### config.mk
export PLATFORM = sky130hd
export DESIGN_NAME = low_power_timer_config
export DESIGN_NICKNAME = d
export VERILOG_FILES = /design/src/timer_cfg_pkg.sv /design/src/low_power_timer_config.sv
export SDC_FILE = /design/constraint.sdc
export NUM_CORES = 1
export LEC_CHECK = 0
export BUFFER_PORTS_ARGS = -buffer_cell sky130_fd_sc_hd__buf_2
export CORE_UTILIZATION = 40
export DETAILED_ROUTE_END_ITERATION = 6
export SLEW_MARGIN = 20
export SYNTH_ARGS = -nofsm -noshare
export SYNTH_HDL_FRONTEND = slang
export SYNTH_SLANG_ARGS = --single-unit
### constraint.sdc
create_clock -name CORE_CLK -period 5.44 [get_ports CORE_CLK]
set_input_delay 1.088 -clock CORE_CLK [delete_from_list [all_inputs] [get_ports CORE_CLK]]
set_output_delay 1.088 -clock CORE_CLK [all_outputs]
set_load 0.01 [all_outputs]
### src/timer_cfg_pkg.sv
package timer_cfg_pkg;
   // Register map
   localparam logic [11:0] CFG_OFFSET    = 12'h00C;
   localparam logic [31:0] CFG_RESET     = 32'h0000_0000;
   // Reserved bits 31:26, 16, 12, 8 and 5 never store a one
   localparam logic [31:0] CFG_WRITABLE  = 32'h03FE_EEDF;

   // Field positions inside the configuration word
   localparam int NON_ORTH_BIT    = 25;
   localparam int QUAD_BIT        = 24;
   localparam int EXT_COUNT_BIT   = 23;
   localparam int RELOAD_BIT      = 22;
   localparam int INVERT_BIT      = 21;
   localparam int SET_ONCE_BIT    = 20;
   localparam int RETRIGGER_BIT   = 19;
   localparam int EDGE_LSB        = 17;
   localparam int SOURCE_LSB      = 13;
   localparam int DIVIDER_LSB     = 9;
   localparam int TRG_FILT_LSB    = 6;
   localparam int EXT_FILT_LSB    = 3;
   localparam int EXT_EDGE_LSB    = 1;
   localparam int COUNT_SRC_BIT   = 0;

   // Edge codes, with separate encodings for trigger and external clock selection
   localparam logic [1:0] EDGE_SOFT    = 2'h0;
   localparam logic [1:0] EDGE_RISE    = 2'h1;
   localparam logic [1:0] EDGE_FALL    = 2'h2;
   localparam logic [1:0] EDGE_BOTH    = 2'h3;
   localparam logic [1:0] CLK_RISE     = 2'h0;
   localparam logic [1:0] CLK_FALL     = 2'h1;
   localparam logic [1:0] CLK_BOTH     = 2'h2;

   // Trigger source codes
   localparam logic [2:0] SRC_PIN      = 3'h0;
   localparam logic [2:0] SRC_ALARM_A  = 3'h1;
   localparam logic [2:0] SRC_ALARM_B  = 3'h2;
   localparam logic [2:0] SRC_TAMPER1  = 3'h3;
   localparam logic [2:0] SRC_TAMPER2  = 3'h4;
   localparam logic [2:0] SRC_COMP     = 3'h6;

   // Glitch filter stable periods for codes 01, 10, 11
   localparam logic [3:0] FILT_SHORT   = 4'h2;
   localparam logic [3:0] FILT_MID     = 4'h4;
   localparam logic [3:0] FILT_LONG    = 4'h8;

   // Pin slots in the synchroniser vector
   localparam int PIN_COUNT = 7;
   localparam int PIN_EXT   = 6;

   typedef struct packed {
      logic [31:0]          cfg;
      logic [31:0]          rdata;
      logic [PIN_COUNT-1:0] s1;
      logic [PIN_COUNT-1:0] s2;
      logic [PIN_COUNT-1:0] s3;
      logic [PIN_COUNT-1:0] pin;
      logic                 trg_lvl;
      logic [2:0]           trg_cnt;
      logic                 ext_lvl;
      logic [2:0]           ext_cnt;
      logic [6:0]           pre_cnt;
      logic                 tick;
      logic                 ext_edge;
      logic                 trg_start;
      logic                 trg_restart;
      logic                 arr_pend;
      logic                 cmp_pend;
      logic                 arr_load;
      logic                 cmp_load;
      logic                 wave;
   } timer_cfg_state_t;
endpackage

### src/low_power_timer_config.sv
module low_power_timer_config
   import timer_cfg_pkg::*;
#(
   parameter int ADDR_W = 12
)(
   // Clock and reset
   input  wire logic              CORE_CLK,
   input  wire logic              RESET_N,
   // Peripheral bus
   input  wire logic              PSEL,
   input  wire logic              PENABLE,
   input  wire logic              PWRITE,
   input  wire logic [ADDR_W-1:0] PADDR,
   input  wire logic [31:0]       PWDATA,
   output      logic [31:0]       PRDATA,
   output      logic              PREADY,
   output      logic              PSLVERR,
   // Counter and compare side
   input  wire logic              TIMER_ON,
   input  wire logic              TIMER_RUNNING,
   input  wire logic              COMPARE_RESULT,
   input  wire logic              PERIOD_END,
   input  wire logic              PERIOD_LIMIT_WRITE,
   input  wire logic              MATCH_VALUE_WRITE,
   // Pins and trigger sources
   input  wire logic              TRIGGER_PIN,
   input  wire logic              RTC_ALARM_A,
   input  wire logic              RTC_ALARM_B,
   input  wire logic              TAMPER_INPUT_ONE,
   input  wire logic              TAMPER_INPUT_TWO,
   input  wire logic              COMPARATOR_OUT,
   input  wire logic              EXT_INPUT_ONE,
   // Decoded modes
   output      logic              NON_ORTHOGONAL_SELECT,
   output      logic              QUADRATURE_MODE_ON,
   output      logic              SET_ONCE_MODE,
   output      logic [1:0]        EXT_CLOCK_EDGE_SELECT,
   // Events and waveform
   output      logic              COUNT_TICK,
   output      logic              EXT_INPUT_EDGE,
   output      logic              TRIGGER_START,
   output      logic              TRIGGER_RESTART,
   output      logic              PERIOD_LIMIT_LOAD,
   output      logic              MATCH_VALUE_LOAD,
   output      logic              TIMER_OUT
);
   import timer_cfg_pkg::*;

   // Upper address bits are compared as a slice, so at least one must exist
   if (ADDR_W < 5) $error("ADDR_W too narrow for the register map");

   timer_cfg_state_t st;
   timer_cfg_state_t next_st;

   logic       hit;
   logic       cfg_write;
   logic [1:0] trg_edge;
   logic [2:0] trg_src;
   logic [2:0] divider;
   logic [1:0] ext_pol;
   logic       trg_in;
   logic       trg_fire;
   logic       ext_rise;
   logic       ext_fall;
   logic [6:0] pre_last;

   // One filter step: a new level is taken after enough stable samples
   function automatic logic [3:0] filter_step(input logic lvl, input logic [2:0] cnt,
                                              input logic in, input logic [1:0] code);
      logic [3:0] need;
      need = (code == 2'h1) ? FILT_SHORT : (code == 2'h2) ? FILT_MID : FILT_LONG;
      if (in == lvl)
         filter_step = {lvl, 3'h0};
      else if (code == 2'h0 || {1'b0, cnt} + 4'h1 >= need)
         filter_step = {in, 3'h0};
      else
         filter_step = {lvl, 3'(cnt + 3'h1)};
   endfunction

   // Field views of the stored configuration
   assign trg_edge = st.cfg[EDGE_LSB +: 2];
   assign trg_src  = st.cfg[SOURCE_LSB +: 3];
   assign divider  = st.cfg[DIVIDER_LSB +: 3];
   assign ext_pol  = st.cfg[EXT_EDGE_LSB +: 2];
   assign hit      = PSEL && PADDR[3:0] == CFG_OFFSET[3:0] && PADDR[ADDR_W-1:4] == '0;
   assign cfg_write = hit && PENABLE && PWRITE && !TIMER_ON;

   // Bus answers in the access phase, never stalls
   assign PREADY  = 1'b1;
   assign PSLVERR = 1'b0;
   assign PRDATA  = st.rdata;

   always_comb
   begin
      next_st = st;
      trg_in = 1'b0;
      if (cfg_write)
         next_st.cfg = PWDATA & CFG_WRITABLE;
      // Read data latched in setup phase so it comes from a flop
      if (PSEL && !PENABLE)
         next_st.rdata = hit ? st.cfg : 32'h0000_0000;

      // Three-flop capture; a change counts once flops two and three agree
      next_st.s1 = {EXT_INPUT_ONE, COMPARATOR_OUT, TAMPER_INPUT_TWO, TAMPER_INPUT_ONE,
                    RTC_ALARM_B, RTC_ALARM_A, TRIGGER_PIN};
      next_st.s2 = st.s1;
      next_st.s3 = st.s2;
      for (int i = 0; i < PIN_COUNT; i++)
      begin
         if (st.s2[i] == st.s3[i])
            next_st.pin[i] = st.s3[i];
      end

      // trigger source, reserved codes never fire
      case (trg_src)
         SRC_PIN:     trg_in = st.pin[0];
         SRC_ALARM_A: trg_in = st.pin[1];
         SRC_ALARM_B: trg_in = st.pin[2];
         SRC_TAMPER1: trg_in = st.pin[3];
         SRC_TAMPER2: trg_in = st.pin[4];
         SRC_COMP:    trg_in = st.pin[5];
         default:     trg_in = st.trg_lvl;
      endcase

      {next_st.trg_lvl, next_st.trg_cnt} =
         filter_step(st.trg_lvl, st.trg_cnt, trg_in, st.cfg[TRG_FILT_LSB +: 2]);
      {next_st.ext_lvl, next_st.ext_cnt} =
         filter_step(st.ext_lvl, st.ext_cnt, st.pin[PIN_EXT], st.cfg[EXT_FILT_LSB +: 2]);

      // edge choice; code 00 leaves starting to software
      case (trg_edge)
         EDGE_RISE: trg_fire = next_st.trg_lvl && !st.trg_lvl;
         EDGE_FALL: trg_fire = !next_st.trg_lvl && st.trg_lvl;
         EDGE_BOTH: trg_fire = next_st.trg_lvl != st.trg_lvl;
         default:   trg_fire = 1'b0;
      endcase
      // running timer restarts only when allowed
      next_st.trg_start   = trg_fire && !TIMER_RUNNING;
      next_st.trg_restart = trg_fire && TIMER_RUNNING && st.cfg[RETRIGGER_BIT];

      // external edge choice, code 11 never counts
      ext_rise = next_st.ext_lvl && !st.ext_lvl;
      ext_fall = !next_st.ext_lvl && st.ext_lvl;
      case (ext_pol)
         CLK_RISE: next_st.ext_edge = ext_rise;
         CLK_FALL: next_st.ext_edge = ext_fall;
         CLK_BOTH: next_st.ext_edge = ext_rise || ext_fall;
         default:  next_st.ext_edge = 1'b0;
      endcase

      // divider is 2 to the power of the code
      pre_last = 7'((8'h01 << divider) - 8'h01);
      if (st.pre_cnt >= pre_last)
         next_st.pre_cnt = 7'h00;
      else
         next_st.pre_cnt = 7'(st.pre_cnt + 7'h01);
      // counting follows input one or the divided clock
      if (st.cfg[EXT_COUNT_BIT] || st.cfg[COUNT_SRC_BIT])
         next_st.tick = next_st.ext_edge;
      else
         next_st.tick = st.pre_cnt >= pre_last;

      // shadow loads, pending writes wait for the period end
      if (st.cfg[RELOAD_BIT])
      begin
         next_st.arr_load = PERIOD_END && (st.arr_pend || PERIOD_LIMIT_WRITE);
         next_st.cmp_load = PERIOD_END && (st.cmp_pend || MATCH_VALUE_WRITE);
         next_st.arr_pend = !PERIOD_END && (st.arr_pend || PERIOD_LIMIT_WRITE);
         next_st.cmp_pend = !PERIOD_END && (st.cmp_pend || MATCH_VALUE_WRITE);
      end
      else
      begin
         next_st.arr_load = PERIOD_LIMIT_WRITE;
         next_st.cmp_load = MATCH_VALUE_WRITE;
         next_st.arr_pend = 1'b0;
         next_st.cmp_pend = 1'b0;
      end

      next_st.wave = COMPARE_RESULT ^ st.cfg[INVERT_BIT];
   end

   // All state in one register
   always_ff @(posedge CORE_CLK or negedge RESET_N)
   begin
      if (!RESET_N)
         st <= '0;
      else
         st <= next_st;
   end

   // mode bits straight from the register
   assign NON_ORTHOGONAL_SELECT = st.cfg[NON_ORTH_BIT];
   assign QUADRATURE_MODE_ON    = st.cfg[QUAD_BIT];
   assign SET_ONCE_MODE         = st.cfg[SET_ONCE_BIT];
   assign EXT_CLOCK_EDGE_SELECT = ext_pol;
   assign COUNT_TICK            = st.tick;
   assign EXT_INPUT_EDGE        = st.ext_edge;
   assign TRIGGER_START         = st.trg_start;
   assign TRIGGER_RESTART       = st.trg_restart;
   assign PERIOD_LIMIT_LOAD     = st.arr_load;
   assign MATCH_VALUE_LOAD      = st.cmp_load;
   assign TIMER_OUT             = st.wave;
endmodule

Word-level counts from Yosys, hierarchy flattened
Cells that the tools add are included.
Cells by class
  add/sub/neg operators: 6
  $mul: 0
  div/mod/pow operators: 0
  magnitude comparators: 3
  equal/unequal tests: 25
  shift-type cells: 1
  mux-type cells: 15
  bitwise logic cells: 1
  reductions and logical operators: 36
Operators by type and width (number)
  $mux W4: 9
  $mux W26: 1
  $logic_and A1 B1 Y1: 17
  $eq A2 B2 Y1 const B: 5
  $eq A1 B1 Y1: 9
  $add A3 B1 Y4 const B: 2
  $eq A2 B1 Y1 const B: 4
  $ge A4 B4 Y1: 2
  $logic_not A1 Y1: 8
  $logic_not A8 Y1: 1
  $add A7 B1 Y7 const B: 1
  $ge A7 B7 Y1: 1
  $mux W7: 1
  $shl A1 B3 Y7 const A: 1
  $sub A7 B1 Y7 const B: 1
  $add A3 B1 Y3 const B: 2
  $eq A3 B2 Y1 const B: 2
  $eq A3 B3 Y1 const B: 2
  $logic_not A2 Y1: 3
  $logic_or A1 B1 Y1: 6
  $pmux W1 S3: 2
  $pmux W1 S6: 1
  $eq A4 B4 Y1 const B: 1
  $eq A3 B1 Y1 const B: 1
  other kinds (4): 4
Storage, ports and cells
  register bits after elaboration: 106
  bits in latches: 0
  RAM bits: 0
  ROM bits: 0
  input port bits: 62
  output and inout port bits: 46
  word-level logic and storage cells: 113
  memories: 0

Longest topological paths before layout
  word-level depth: 12
  gate-level depth with buffers: 12
  mapped depth without buffers: 12

Least setup slack after synthesis
Ideal clock, no wire load.
  path kind: reg-to-reg
  start: reg st[16] (netlist name)
  end: reg st (netlist bit COUNT_TICK)
  library setup time: 0.125 ns
  arrival time: 2.766 ns
  required time: 5.315 ns
  setup slack: 2.549 ns
  stages on the path, launching flop included: 13
  path buffers: 0
  period minus slack after synthesis: 2.891 ns
  path through: dfrtp_1 > ha_1 > inv_1 > ha_1 > a21bo_2 > a21o_1 > a211oi_2 > mux2_2 > ha_1 > inv_1 > mux2i_1 > o21ai_0 > mux2_2
RTL lines
  start, declared: RTL line low_power_timer_config.sv:52  | timer_cfg_state_t st;
  start signal, assigned: RTL line low_power_timer_config.sv:188  | st <= next_st;

==> out/metrics.yaml <==
critical_path:
  cp.required_ns: 5.69
  worstPathArrival_ns: 3.45
  rr_worst_depth: 12
  crit_fanout: 5
  reg2reg_slack_ns: 2.24
  critPathCaptureType: "flip-flop"
  crit_type: "flip-flop to flip-flop"
  reg2reg_to: "COUNT_TICK$_DFF_PN0_"
  start_kind: "flip-flop"
  rr_startpoint: "st[16]$_DFF_PN0_"
synthesis:
  yosys-top-cells-area: "dfrtp_1 (56%), ha_1 (7.5%), mux2_4 (7.3%)"
  syn_area_um2: 4310
  ys.flop_type: "dfrtp_1"
  synth_area_leader_cell: "dfrtp_1"
  synth-seq-cells: 96
  yosysMostFrequentCell: "dfrtp_1"
  yosysUniqueCellTypes: 44
  yosys.area.top_type_share: 0.557
  synth_common_cells: "dfrtp_1 (96), buf_4 (36), ha_1 (26), a22o_1 (21), mux2_4 (21)"
  ys_warn_count: 0
  syn-instance-count: 323
  async_flop_share: 1.00
  synth_edf_count: 0
  ys_seq_area_frac: 0.557
  postSynthAreaPerCell_um2: 13.4
finish:
  final_cells: 529
  design_area_um2: 4830
  diodes: 0
  n_fill_cell: 980
  drive_gt1_frac: 0.344
  fin_nets: 476
  layout-area-overhead-vs-synth_pct: 11.9
place:
  dpl.hpwl_um: 5250
  placed_cell_area_um2: 4650
  port_buffers: 85
  dpl.cell_count: 513
  place_congestion: 0.734
global_routing:
  grt_use_total: 0.147
  grt_pass1_wl_um: 12500
  antenna_found_initial: 0
  grt_max_degree: 57
  grt_pass1_vias: 2520
  grt_remaining_overflow: 0
cts:
  cts_htree_levels: 3
  numCtsBuffers: 9
  hold_buffers: 0
  cts_tree: "built"
  post_cts_resized: 0
  clk_pin_slew_ns: 0.09
  postCtsSetupBuffers: 0
  clock_latency_ns: 0.37
  cts.path.max_buffers: 2
  numClockSinks: 96
  cts-root-buf: "clkbuf_8"
pwr:
  pwr-share-seq: 0.602
  ir_drop_uv: 179
  power.density_nw_per_um2: 254
  p_switching_uw: 290
  pwr-share-clk: 0.342
  leakagePower_uw: 0.00245
  combPwrFrac: 0.056
  p_int_uw: 936
  swShare: 0.237
  totalPowerFinal_uw: 1230
floorplanning:
  die_w_um: 106
  start_util: 0.416
  dieArea_um2: 11200
  pin_count: 108
  core_um2: 10400
  std_cell_rows: 37
  die_height_um: 106
drt:
  drc: 0
  routed.top_layer: "met4"
  wl_um: 7480
  wl_met1_um: 3360
  avgRoutedWirePerCell_um: 14.1
  dr.pass1.iters: 3
  ant_nets: 0
  vias_per_cell: 4.71
  met2_length_um: 3550
  num_vias: 2489
  routed-wl-met3_um: 401
  drtIter0Drc: 61
worst_hold_path:
  hold_start: "next_st[42]$_DFF_PN0_"
  hold_path.class: "flip-flop to flip-flop"
  holdPathStages: 0
  whs_endpoint: "next_st[35]$_DFF_PN0_"
timing:
  maxSlewHeadroom: 0.253
  drv_slew: 0
  fmax_mhz: 312
  fin_crit_sh: 0.589
  setup_tns_ns: 0
  max_slew.worst_pin.slew_ns: 1.12
  rsz0062_at_grt: "no"
  fin_crit_ns: 3.20
  skew_ns: 0.00860
  timing.final.hold_violations: 0
  setup_viol_count_final: 0
outcome:
  status: "finished, final reports clean"
flow_run:
  drv_cap: 0
## sequential cells by signal, summed over array words and instances, names as in the netlist, 2 cells and up
register	flops
divider	3
next_st	14
PRDATA	22
EXT_CLOCK_EDGE_SELECT	2
st	45
## power by group through the flow
stage / clock network [uW] / logic, uW / registers [uW]
finish: 419 / 68.8 / 739
global route: 469 / 79.0 / 741
CTS: 440 / 71.3 / 739
detailed placement: 0 / 71.0 / 753
global placement: 0 / 69.8 / 753
floorplan: 0 / 34.7 / 752
## final cells by class
class                      count  area [um2]  share of cell area
tap                          136         170              0.0353
sequential                    96        2400               0.498
clock inverter                 5        32.5             0.00674
multi-input combinational    178        1580               0.327
inverter                      16        60.1              0.0124
clock buffer                  11         141              0.0293
timing repair buffer          87         443              0.0918
## cells by family after synthesis
kind of cell / count (synthesis) / synth area share
DFF: 96 / 0.557
buffers and inverters: 59 / 0.0867
and+or+nand+nor: 48 / 0.0601
AOI/OAI and AO/OA: 42 / 0.0748
adders and majority gates: 33 / 0.0917
muxes: 33 / 0.106
xor gates and xnor gates: 10 / 0.0221
other: 2 / 0.00174
## worst max-delay path, cell delays in order (launching register included)
cell and delay [ns]:
dfrtp_1 0.42, ha_1 0.31, inv_1 0.04, ha_1 0.26, a21bo_2 0.21, a21o_1 0.18
a211oi_2 0.39, mux2_2 0.40, ha_1 0.27, inv_1 0.03, mux2i_1 0.11, o21ai_0 0.15
mux2_2 0.31
## stage by stage
stage / util / hold slack [ns] / setup WS, ns
floorplan: - / 0.331 / 2.55
global placement: 0.449 / 0.333 / 2.09
detailed placement: 0.449 / 0.335 / 2.05
CTS: 0.465 / 0.357 / 2.19
global route: 0.465 / 0.366 / 2.03
finish: 0.465 / 0.354 / 2.24
## worst max-delay path by stage
stage | startpoint | endpoint | slack, ns
after global placement | PENABLE | PRDATA[14]$_DFFE_PN0P_ | 2.09
after CTS | st[16]$_DFF_PN0_ | COUNT_TICK$_DFF_PN0_ | 2.19
after global routing | st[16]$_DFF_PN0_ | COUNT_TICK$_DFF_PN0_ | 2.03
after floorplan | st[16]$_DFF_PN0_ | COUNT_TICK$_DFF_PN0_ | 2.55
after detailed placement | PENABLE | PRDATA[14]$_DFFE_PN0P_ | 2.05
final | st[16]$_DFF_PN0_ | COUNT_TICK$_DFF_PN0_ | 2.24
## layer usage
layer / vias to the layer above / track usage
met1: 1207 / 0.190
met3: 14 / 0.0464
met4: 0 / 0.0685
met2: 71 / 0.225
li1: 1197 / -
met5: - / 0
## cells in the final DEF, fill, tap and decap left out, drive strengths merged
master and count:
a211oi 2, a21bo 1, a21o 2, a21oi 7, a22o 22, a31oi 1
and3 5, and3b 1, and4b 1, buf 87, clkbuf 11, clkinv 2
clkinvlp 3, conb 12, dfrtp 96, ha 26, inv 16, maj3 7
mux2 28, mux2i 4, mux4 1, nand2 5, nand2b 3, nand3 3
nand3b 2, nand4 1, nor2 19, nor2b 1, nor3 4, nor3b 1
nor4 1, o2111ai 1, o21ai 5, o221ai 1, or3 1, xnor2 4
xor2 6
No activity file was read; power rests on OpenSTA's default activity.
